File: src/pkg/rcf_defines.svh
// Register indices, field positions, key values and timing for the reset controller
`ifndef RCF_DEFINES_SVH
`define RCF_DEFINES_SVH
// Register indices; byte address is four times the index
`define RCF_IDX_CAUSE   8'hA1
`define RCF_IDX_TRIG    8'hE7
`define RCF_IDX_KEY     8'hF7
`define RCF_IDX_STATUS  8'hC0
`define RCF_IDX_LSB     2
`define RCF_IDX_MSB     9
`define RCF_ADDR_W      12
// Reset values
`define RCF_RST_CAUSE   8'h00
`define RCF_RST_TRIG    8'h00
`define RCF_RST_KEY     8'h00
// Cause flag bit positions
`define RCF_BIT_PAD     4
`define RCF_BIT_WDT     3
`define RCF_BIT_SW      2
`define RCF_BIT_LVR     1
`define RCF_BIT_POR     0
// Unlock keys and trigger value
`define RCF_KEY_1       8'h55
`define RCF_KEY_2       8'hAA
`define RCF_KEY_3       8'h5A
`define RCF_TRIG_FIRE   8'hFF
// Stretch times in ms and clock rate
`define RCF_CLK_HZ      25000000
`define RCF_MS_PER_S    1000
`define RCF_T200_MS     200
`define RCF_T100_MS     100
`define RCF_T50_MS      50
`define RCF_T25_MS      25
`define RCF_T16_MS      16
`define RCF_T8_MS       8
`define RCF_T4_MS       4
`define RCF_CYC(ms)     ((ms) * (`RCF_CLK_HZ / `RCF_MS_PER_S))
// Clock source code used during initialization, and the last valid code
`define RCF_CLK_XTAL    3'h0
`define RCF_CLK_LAST    3'h6
`endif

File: src/pkg/rcf_pkg.sv
// Types shared by the reset controller modules
package rcf_pkg;
  // Register selected by a bus address
  typedef enum logic [2:0] {
    RCF_SEL_NONE   = 3'b000,
    RCF_SEL_CAUSE  = 3'b001,
    RCF_SEL_TRIG   = 3'b010,
    RCF_SEL_KEY    = 3'b011,
    RCF_SEL_STATUS = 3'b100
  } rcf_sel_e;
  // Progress through the unlock key sequence
  typedef enum logic [1:0] {
    RCF_UL_IDLE = 2'b00,
    RCF_UL_GOT1 = 2'b01,
    RCF_UL_GOT2 = 2'b10,
    RCF_UL_OPEN = 2'b11
  } rcf_unlock_e;
endpackage : rcf_pkg

File: src/pkg/rcf_stretch_if.sv
// Link between the controller and its reset stretch timer
`timescale 1ns/10ps
`default_nettype none
interface rcf_stretch_if;
  logic       src;
  logic [2:0] sel;
  logic       busy;
  logic       done;
  modport ctrl  (output src, output sel, input busy, input done);
  modport timer (input src, input sel, output busy, output done);
endinterface : rcf_stretch_if
`default_nettype wire

File: src/core/rcf_stretch.sv
// Reset stretch timer: holds busy until the selected time has run out after all sources fall
`timescale 1ns/10ps
`default_nettype none
`include "rcf_defines.svh"
module rcf_stretch
  import rcf_pkg::*;
#(
  parameter int CNT_W    = 23,
  parameter int T200_CYC = `RCF_CYC(`RCF_T200_MS),
  parameter int T100_CYC = `RCF_CYC(`RCF_T100_MS),
  parameter int T50_CYC  = `RCF_CYC(`RCF_T50_MS),
  parameter int T25_CYC  = `RCF_CYC(`RCF_T25_MS),
  parameter int T16_CYC  = `RCF_CYC(`RCF_T16_MS),
  parameter int T8_CYC   = `RCF_CYC(`RCF_T8_MS),
  parameter int T4_CYC   = `RCF_CYC(`RCF_T4_MS)
) (
  // Clock and reset
  input wire logic core_clk_in,
  input wire logic rst_in,
  // Controller side
  rcf_stretch_if.timer st
);
  logic [CNT_W-1:0] cnt_reg;

  // Code 0 is the default; an unused code falls back to it
  function automatic logic [CNT_W-1:0] dur(input logic [2:0] s);
    unique case (s)
      3'h1:    dur = CNT_W'(T200_CYC);
      3'h2:    dur = CNT_W'(T100_CYC);
      3'h3:    dur = CNT_W'(T50_CYC);
      3'h4:    dur = CNT_W'(T16_CYC);
      3'h5:    dur = CNT_W'(T8_CYC);
      3'h6:    dur = CNT_W'(T4_CYC);
      default: dur = CNT_W'(T25_CYC);
    endcase
  endfunction : dur

  // Any live source reloads the full time, so the stretch is measured from the last release
  always_ff @(posedge core_clk_in)
  begin
    if (rst_in)
    begin
      cnt_reg <= dur(st.sel);
      st.busy <= 1'b1;
      st.done <= 1'b0;
    end
    else if (st.src)
    begin
      cnt_reg <= dur(st.sel);
      st.busy <= 1'b1;
      st.done <= 1'b0;
    end
    else if (cnt_reg > CNT_W'(1))
    begin
      cnt_reg <= cnt_reg - CNT_W'(1);
      st.done <= 1'b0;
    end
    else
    begin
      cnt_reg <= '0;
      st.done <= st.busy;
      st.busy <= 1'b0;
    end
  end
endmodule : rcf_stretch
`default_nettype wire

File: src/core/rcf_reset_ctrl.sv
// Chip reset controller with software reset, unlock keys and reset cause flags
`timescale 1ns/10ps
`default_nettype none
`include "rcf_defines.svh"
module rcf_reset_ctrl
  import rcf_pkg::*;
#(
  parameter int CNT_W    = 23,
  parameter int T200_CYC = `RCF_CYC(`RCF_T200_MS),
  parameter int T100_CYC = `RCF_CYC(`RCF_T100_MS),
  parameter int T50_CYC  = `RCF_CYC(`RCF_T50_MS),
  parameter int T25_CYC  = `RCF_CYC(`RCF_T25_MS),
  parameter int T16_CYC  = `RCF_CYC(`RCF_T16_MS),
  parameter int T8_CYC   = `RCF_CYC(`RCF_T8_MS),
  parameter int T4_CYC   = `RCF_CYC(`RCF_T4_MS)
) (
  // Clock and reset
  input  wire logic                   core_clk_in,
  input  wire logic                   rst_in,
  // Hardware reset sources, active high levels
  input  wire logic                   pad_reset_in,
  input  wire logic                   watchdog_reset_in,
  input  wire logic                   low_voltage_reset_in,
  input  wire logic                   power_on_reset_in,
  // Nonvolatile configuration
  input  wire logic [2:0]             reset_time_sel_in,
  input  wire logic [2:0]             clock_source_sel_in,
  // Chip outputs
  output logic                        chip_reset_out,
  output logic                        init_stage_out,
  output logic [2:0]                  clock_source_out,
  // AXI4-Lite write address and data
  input  wire logic [`RCF_ADDR_W-1:0] s_axi_awaddr_in,
  input  wire logic                   s_axi_awvalid_in,
  output logic                        s_axi_awready_out,
  input  wire logic [31:0]            s_axi_wdata_in,
  input  wire logic [3:0]             s_axi_wstrb_in,
  input  wire logic                   s_axi_wvalid_in,
  output logic                        s_axi_wready_out,
  // AXI4-Lite write response
  output logic [1:0]                  s_axi_bresp_out,
  output logic                        s_axi_bvalid_out,
  input  wire logic                   s_axi_bready_in,
  // AXI4-Lite read
  input  wire logic [`RCF_ADDR_W-1:0] s_axi_araddr_in,
  input  wire logic                   s_axi_arvalid_in,
  output logic                        s_axi_arready_out,
  output logic [31:0]                 s_axi_rdata_out,
  output logic [1:0]                  s_axi_rresp_out,
  output logic                        s_axi_rvalid_out,
  input  wire logic                   s_axi_rready_in
);
  localparam logic [1:0] RESP_OKAY   = 2'b00;
  localparam logic [1:0] RESP_SLVERR = 2'b10;

  rcf_stretch_if st ();

  logic [`RCF_ADDR_W-1:0] awaddr_reg;
  logic [7:0]             wdata_reg;
  logic                   wstrb_reg;
  logic                   wr_fire;
  rcf_sel_e               wr_sel;
  rcf_sel_e               rd_sel;
  logic [7:0]             cause_reg;
  logic [7:0]             trig_reg;
  logic [7:0]             key_reg;
  rcf_unlock_e            unlock_reg;
  logic                   soft_req_reg;
  logic [2:0]             clk_cfg_reg;
  logic [2:0]             clk_pick;
  logic [4:0]             cause_set;
  logic                   wr_cause;
  logic                   wr_trig;
  logic                   wr_key;

  // Shared address decode for both bus directions
  function automatic rcf_sel_e decode(input logic [`RCF_ADDR_W-1:0] a);
    logic [7:0] idx;
    idx = a[`RCF_IDX_MSB:`RCF_IDX_LSB];
    if (a[`RCF_IDX_LSB-1:0] != 2'b00 || a[`RCF_ADDR_W-1:`RCF_IDX_MSB+1] != '0)
      decode = RCF_SEL_NONE;
    else if (idx == `RCF_IDX_CAUSE)
      decode = RCF_SEL_CAUSE;
    else if (idx == `RCF_IDX_TRIG)
      decode = RCF_SEL_TRIG;
    else if (idx == `RCF_IDX_KEY)
      decode = RCF_SEL_KEY;
    else if (idx == `RCF_IDX_STATUS)
      decode = RCF_SEL_STATUS;
    else
      decode = RCF_SEL_NONE;
  endfunction : decode

  // Stretch timer instance
  rcf_stretch #(
    .CNT_W    (CNT_W),
    .T200_CYC (T200_CYC),
    .T100_CYC (T100_CYC),
    .T50_CYC  (T50_CYC),
    .T25_CYC  (T25_CYC),
    .T16_CYC  (T16_CYC),
    .T8_CYC   (T8_CYC),
    .T4_CYC   (T4_CYC)
  ) u_stretch (
    .core_clk_in (core_clk_in),
    .rst_in      (rst_in),
    .st          (st.timer)
  );

  // Software request joins the hardware sources in one OR
  assign st.src = pad_reset_in | watchdog_reset_in | low_voltage_reset_in
                | power_on_reset_in | soft_req_reg;
  assign st.sel = reset_time_sel_in;

  // Write address capture; ready drops until the response is taken
  always_ff @(posedge core_clk_in)
  begin
    if (rst_in)
    begin
      s_axi_awready_out <= 1'b1;
      awaddr_reg        <= '0;
    end
    else if (s_axi_awvalid_in && s_axi_awready_out)
    begin
      s_axi_awready_out <= 1'b0;
      awaddr_reg        <= s_axi_awaddr_in;
    end
    else if (s_axi_bvalid_out && s_axi_bready_in)
      s_axi_awready_out <= 1'b1;
  end

  // Write data capture; only the low byte lane carries register data
  always_ff @(posedge core_clk_in)
  begin
    if (rst_in)
    begin
      s_axi_wready_out <= 1'b1;
      wdata_reg        <= 8'h00;
      wstrb_reg        <= 1'b0;
    end
    else if (s_axi_wvalid_in && s_axi_wready_out)
    begin
      s_axi_wready_out <= 1'b0;
      wdata_reg        <= s_axi_wdata_in[7:0];
      wstrb_reg        <= s_axi_wstrb_in[0];
    end
    else if (s_axi_bvalid_out && s_axi_bready_in)
      s_axi_wready_out <= 1'b1;
  end

  // A write takes effect once both halves are held and no response is pending
  assign wr_fire  = !s_axi_awready_out && !s_axi_wready_out && !s_axi_bvalid_out;
  assign wr_sel   = decode(awaddr_reg);
  assign wr_cause = wr_fire && wstrb_reg && wr_sel == RCF_SEL_CAUSE;
  assign wr_trig  = wr_fire && wstrb_reg && wr_sel == RCF_SEL_TRIG;
  assign wr_key   = wr_fire && wstrb_reg && wr_sel == RCF_SEL_KEY;

  // Write response; unmapped addresses answer with an error
  always_ff @(posedge core_clk_in)
  begin
    if (rst_in)
    begin
      s_axi_bvalid_out <= 1'b0;
      s_axi_bresp_out  <= RESP_OKAY;
    end
    else if (wr_fire)
    begin
      s_axi_bvalid_out <= 1'b1;
      s_axi_bresp_out  <= (wr_sel == RCF_SEL_NONE) ? RESP_SLVERR : RESP_OKAY;
    end
    else if (s_axi_bready_in)
      s_axi_bvalid_out <= 1'b0;
  end

  // Key register keeps the last value written for readback
  always_ff @(posedge core_clk_in)
  begin
    if (rst_in)
      key_reg <= `RCF_RST_KEY;
    else if (wr_key)
      key_reg <= wdata_reg;
  end

  // Unlock tracker; stays open until the next chip reset
  always_ff @(posedge core_clk_in)
  begin
    if (rst_in || st.busy)
      unlock_reg <= RCF_UL_IDLE;
    else if (wr_key)
    begin
      unique case (unlock_reg)
        RCF_UL_IDLE:
          unlock_reg <= (wdata_reg == `RCF_KEY_1) ? RCF_UL_GOT1 : RCF_UL_IDLE;
        RCF_UL_GOT1:
          if (wdata_reg == `RCF_KEY_2)
            unlock_reg <= RCF_UL_GOT2;
          else if (wdata_reg == `RCF_KEY_1)
            unlock_reg <= RCF_UL_GOT1;
          else
            unlock_reg <= RCF_UL_IDLE;
        RCF_UL_GOT2:
          if (wdata_reg == `RCF_KEY_3)
            unlock_reg <= RCF_UL_OPEN;
          else if (wdata_reg == `RCF_KEY_1)
            unlock_reg <= RCF_UL_GOT1;
          else
            unlock_reg <= RCF_UL_IDLE;
        RCF_UL_OPEN:
          unlock_reg <= RCF_UL_OPEN;
      endcase
    end
  end

  // Trigger register: writable only when open, cleared as the reset ends
  always_ff @(posedge core_clk_in)
  begin
    if (rst_in)
      trig_reg <= `RCF_RST_TRIG;
    else if (st.done)
      trig_reg <= `RCF_RST_TRIG;
    else if (wr_trig && unlock_reg == RCF_UL_OPEN)
      trig_reg <= wdata_reg;
  end

  // One-cycle request; values other than the fire code do nothing
  always_ff @(posedge core_clk_in)
  begin
    if (rst_in)
      soft_req_reg <= 1'b0;
    else
      soft_req_reg <= wr_trig && unlock_reg == RCF_UL_OPEN
                      && wdata_reg == `RCF_TRIG_FIRE;
  end

  // Cause events, sampled while each source is live
  always_comb
  begin
    cause_set                 = '0;
    cause_set[`RCF_BIT_PAD]   = pad_reset_in;
    cause_set[`RCF_BIT_WDT]   = watchdog_reset_in;
    cause_set[`RCF_BIT_SW]    = soft_req_reg;
    cause_set[`RCF_BIT_LVR]   = low_voltage_reset_in;
    cause_set[`RCF_BIT_POR]   = power_on_reset_in;
  end

  // Writing zero clears a flag; a new cause in the same cycle wins over the clear
  always_ff @(posedge core_clk_in)
  begin
    if (rst_in)
      cause_reg <= `RCF_RST_CAUSE;
    else if (wr_cause)
      cause_reg <= {3'b000, (cause_reg[4:0] & wdata_reg[4:0]) | cause_set};
    else
      cause_reg <= {3'b000, cause_reg[4:0] | cause_set};
  end

  // Out-of-range codes fall back to the crystal
  assign clk_pick = (clock_source_sel_in > `RCF_CLK_LAST) ? `RCF_CLK_XTAL : clock_source_sel_in;

  // Configured source taken when initialization ends, so a change mid-run has no effect
  always_ff @(posedge core_clk_in)
  begin
    if (rst_in)
      clk_cfg_reg <= `RCF_CLK_XTAL;
    else if (st.done)
      clk_cfg_reg <= clk_pick;
  end

  // Chip-level outputs; crystal code held through the whole stretch
  // The done cycle forwards the fresh pick, so the new source shows as reset falls
  always_ff @(posedge core_clk_in)
  begin
    if (rst_in)
    begin
      chip_reset_out   <= 1'b1;
      init_stage_out   <= 1'b1;
      clock_source_out <= `RCF_CLK_XTAL;
    end
    else
    begin
      chip_reset_out   <= st.busy;
      init_stage_out   <= st.busy;
      clock_source_out <= st.busy ? `RCF_CLK_XTAL : (st.done ? clk_pick : clk_cfg_reg);
    end
  end

  // Read channel; one read in flight, data registered with the valid
  assign rd_sel = decode(s_axi_araddr_in);

  always_ff @(posedge core_clk_in)
  begin
    if (rst_in)
    begin
      s_axi_arready_out <= 1'b1;
      s_axi_rvalid_out  <= 1'b0;
      s_axi_rdata_out   <= 32'h0000_0000;
      s_axi_rresp_out   <= RESP_OKAY;
    end
    else if (s_axi_arvalid_in && s_axi_arready_out)
    begin
      s_axi_arready_out <= 1'b0;
      s_axi_rvalid_out  <= 1'b1;
      s_axi_rresp_out   <= (rd_sel == RCF_SEL_NONE) ? RESP_SLVERR : RESP_OKAY;
      unique case (rd_sel)
        RCF_SEL_CAUSE:  s_axi_rdata_out <= {24'h00_0000, cause_reg};
        RCF_SEL_TRIG:   s_axi_rdata_out <= {24'h00_0000, trig_reg};
        RCF_SEL_KEY:    s_axi_rdata_out <= {24'h00_0000, key_reg};
        RCF_SEL_STATUS: s_axi_rdata_out <= {24'h00_0000, unlock_reg == RCF_UL_OPEN,
                                            st.busy, 3'b000, clock_source_out};
        RCF_SEL_NONE:   s_axi_rdata_out <= 32'h0000_0000;
      endcase
    end
    else if (s_axi_rvalid_out && s_axi_rready_in)
    begin
      s_axi_rvalid_out  <= 1'b0;
      s_axi_arready_out <= 1'b1;
    end
  end
endmodule : rcf_reset_ctrl
`default_nettype wire

File: config.mk
export PLATFORM = sky130hd
export DESIGN_NAME = rcf_reset_ctrl
export DESIGN_NICKNAME = d
export VERILOG_FILES = /design/src/pkg/rcf_pkg.sv /design/src/pkg/rcf_stretch_if.sv /design/src/core/rcf_stretch.sv /design/src/core/rcf_reset_ctrl.sv
export VERILOG_INCLUDE_DIRS = /design/src /design/src/pkg
export SDC_FILE = /design/constraint.sdc
export NUM_CORES = 1
export LEC_CHECK = 0
export BUFFER_PORTS_ARGS = -buffer_cell sky130_fd_sc_hd__buf_4
export CORE_MARGIN = 8
export CORE_UTILIZATION = 29
export CTS_CLUSTER_DIAMETER = 40
export CTS_CLUSTER_SIZE = 10
export DETAILED_ROUTE_END_ITERATION = 7
export PLACE_DENSITY = 0.57
export RECOVER_POWER = 100
export SLEW_MARGIN = 20
export SYNTH_ARGS = -nofsm -noshare
export SYNTH_HDL_FRONTEND = slang
export SYNTH_SLANG_ARGS = --single-unit
File: constraint.sdc
create_clock -name core_clk_in -period 2.05 [get_ports core_clk_in]
set_clock_uncertainty 0.15 [all_clocks]
set_input_delay 0.205 -clock core_clk_in [delete_from_list [all_inputs] [get_ports core_clk_in]]
set_output_delay 0.205 -clock core_clk_in [all_outputs]
set_load 0.02 [all_outputs]
==> flow_summary.toml <==
[cells_and_area]
multiInputGateArea_um2 = 2320
diodes = 0
fill_cells = 1492
mostFrequentLayoutCells = "dfxtp_1 (89), buf_4 (85), nand2_1 (72)"
drive_gt1_share_pct = 21.4
stdcell_count = 839
final-seq-area_um2 = 1850
area_growth_pct = 34.9
nNetsFinal = 729
largest_register_ffs = 23
final_common_cell = "dfxtp_1"

[worst_setup_path]
path_max_fanout = 3
path_cells = "or4_4 -> or4b_4 -> nor3_4 -> xnor2_1 -> o22ai_2"
endpoint_kind = "flop"
cp_top_family = "simple AND/OR/NAND/NOR gates"
worst_path_max_delay_cell = "or4b_4"
path_class = "flop to flop"
critPathMaxStageDelay_ns = 0.58
critical_path_required_ns = 2.13
crit_buf_inv = 0
cp-start-kind = "flop"
crit_arrival_ns = 2.17

[detailed_routing]
dr_total_vias = 3890
viasPerCell = 4.64
wl_mm = 11.6
drt-wirelength-per-cell_um = 13.8
route.detailed.drc = 0
drtPass1Iterations = 4
ant_nets = 0
initialDrtViolationCount = 165

[timing]
layout_min_cycle_time_ns = 2.10
drv_slew = 0
tns_ns = -0.0692
layout_setup_ws_ns = -0.0453
worst_slew_pin_slew_ns = 0.937
rsz0062_at_grt = "yes"
hold_ws_ns = 0.0245
finalHoldViolCount = 0
post-route-period-util_pct = 102
setup_violations = 3
maxSlewHeadroom_pct = 37.5
fmax_mhz = 477

[floorplan]
die_x_um = 138
rows = 44
die_y_um = 138
coreArea_um2 = 14500
start_util_pct = 29.6
ios = 123
dieArea_um2 = 19000

[placement]
globalplace.congestion = 0.820
placed_cells_incl_taps = 786
port_buffers = 69
dp_hpwl_mm = 8.49

[synth]
synth_area_leaders = "dfxtp_1 (43%), nand2_1 (6.4%), a21oi_1 (5.9%)"
synth_area_leader_cell = "dfxtp_1"
netlist_area_um2 = 4310
syn_inst = 526
synth_seq_cells = 92
synth_top_area_share_pct = 42.8
ys_warn_count = 0
ys.flop_type = "dfxtp_1"
ys_seq_area_share_pct = 42.8
async_flop_share_pct = 0
synth_cell_type_count = 54
synth_edf_count = 0
synth_area_per_cell_um2 = 8.19

[power_and_ir_drop]
p_total_w = 0.00417
p_leak_nw = 2.29
ir_drop_uv = 395
p_per_area_nw_per_um2 = 717

[clock_network]
numCtsBuffers = 9
htreeDepth = 3
cts_tree = "built"
cts-root-buf = "clkbuf_16"
cts_sinks = 92
clk_pin_slew_ns = 0.06
cts_buffer_depth = 2
insertion_delay_ns = 0.34

[grt]
antenna_found_initial = 0
grt-ovfl-total = 0
grt_pass1_vias = 3797
grt_max_degree = 47
grt_first_pass_wirelength_mm = 18.0
track_usage_pct = 11.8

[status]
status = "finished, violations left"
violations = "negative setup slack"

[run]
drv_cap = 0

[worst_hold_path]
min_path_type = "primary input to flop"
-- repair_timing --
action | in CTS | in global routing
setup endpoints to repair | 10 | 43
endpoints found under the hold margin | 36 | 0
hold buffers | 30 | 0
resized for setup | 12 | 11
pin swaps | 5 | 5
buffers inserted | 5 | 1
cloned | 0 | 1
-- metal layers --
layer,wire length (um),vias to the layer above,part of all wire (%),track usage [%]
li1,-,2006,-,-
met3,783,14,6.8,3.51
met1,5100,1785,44,14.2
met4,159,0,1.4,4.24
met2,5550,85,48,19.5
met5,0,-,0,0
-- Yosys cell counts, types with 2 or more instances --
master and count:
dfxtp_1 92, nand2_1 73, nor2_1 58, a21oi_1 51
buf_4 28, mux2i_1 24, o21ai_0 18, nand3_1 16
clkbuf_1 15, nor3_1 15, inv_1 13, xnor2_1 12
o22ai_1 9, xor2_1 8, or3_1 7, buf_1 6
nand2b_1 6, nor4_1 6, nand4_1 5, nor2b_1 5
or4_1 5, buf_2 4, a32o_1 3, and2_1 3
and3_1 3, o21ai_1 3, o21bai_1 3, or2_2 3
a211oi_1 2, a221oi_1 2, a31oi_1 2, ha_1 2
nor3_2 2, o31ai_1 2
-- stage by stage --
step	utilization (%)	area, um^2	setup WS [ns]
final	40.0	5810	-0.0453
after global routing	40.0	5810	-0.102
after CTS	40.2	5850	-0.0577
after detailed placement	35.7	5180	-0.112
after global placement	35.7	5180	-0.0697
after floorplan	-	4480	-0.0563
-- worst paths after layout --
path | from | to | slack [ns] | depth (start not counted)
max | u_stretch.cnt_reg[8] | u_stretch.cnt_reg[19] | -0.05 | 5
min | clock_source_sel_in[0] | clk_cfg_reg[0] | 0.02 | 3
max reg2reg | u_stretch.cnt_reg[8] | u_stretch.cnt_reg[19] | -0.05 | 5
min reg2reg | u_stretch.cnt_reg[0] | u_stretch.cnt_reg[0] | 0.29 | 1
-- power breakdown --
part	leakage [nW]	internal (W)	total, W	switching (W)
clock	0.150	0.000952	0.00167	0.000723
sequential	0.754	0.00186	0.00194	0.0000787
combinational	1.39	0.000263	0.000554	0.000291
-- layout make-up --
class | count | area share, %
clock buffers | 9 | 3.88
clock inverters | 7 | 1.23
inverters | 13 | 0.840
multi-input cells | 393 | 40.0
flip-flops and latches | 92 | 31.8
well taps | 184 | 3.96
repair buffers | 141 | 18.4
-- worst register-to-register path, cell delays in order, from the launching register on --
cell and delay, ns:
dfxtp_2 0.32, or4_4 0.55, or4b_4 0.58, nor3_4 0.14, xnor2_1 0.15, o22ai_2 0.09
-- kinds of logic after synthesis --
family                     count (synthesis)  share of synthesized area [%]
AOI/OAI and AO/OA                        103                           13.9
DFF                                       92                           42.8
muxes                                     25                           5.84
xor gates and xnor gates                  20                           4.07
adders and majority gates                  2                          0.581
buffers and inverters                     66                           8.31
other                                      1                         0.0871
and+or+nand+nor                          217                           24.5
No activity file was read; power rests on OpenSTA's default activity.
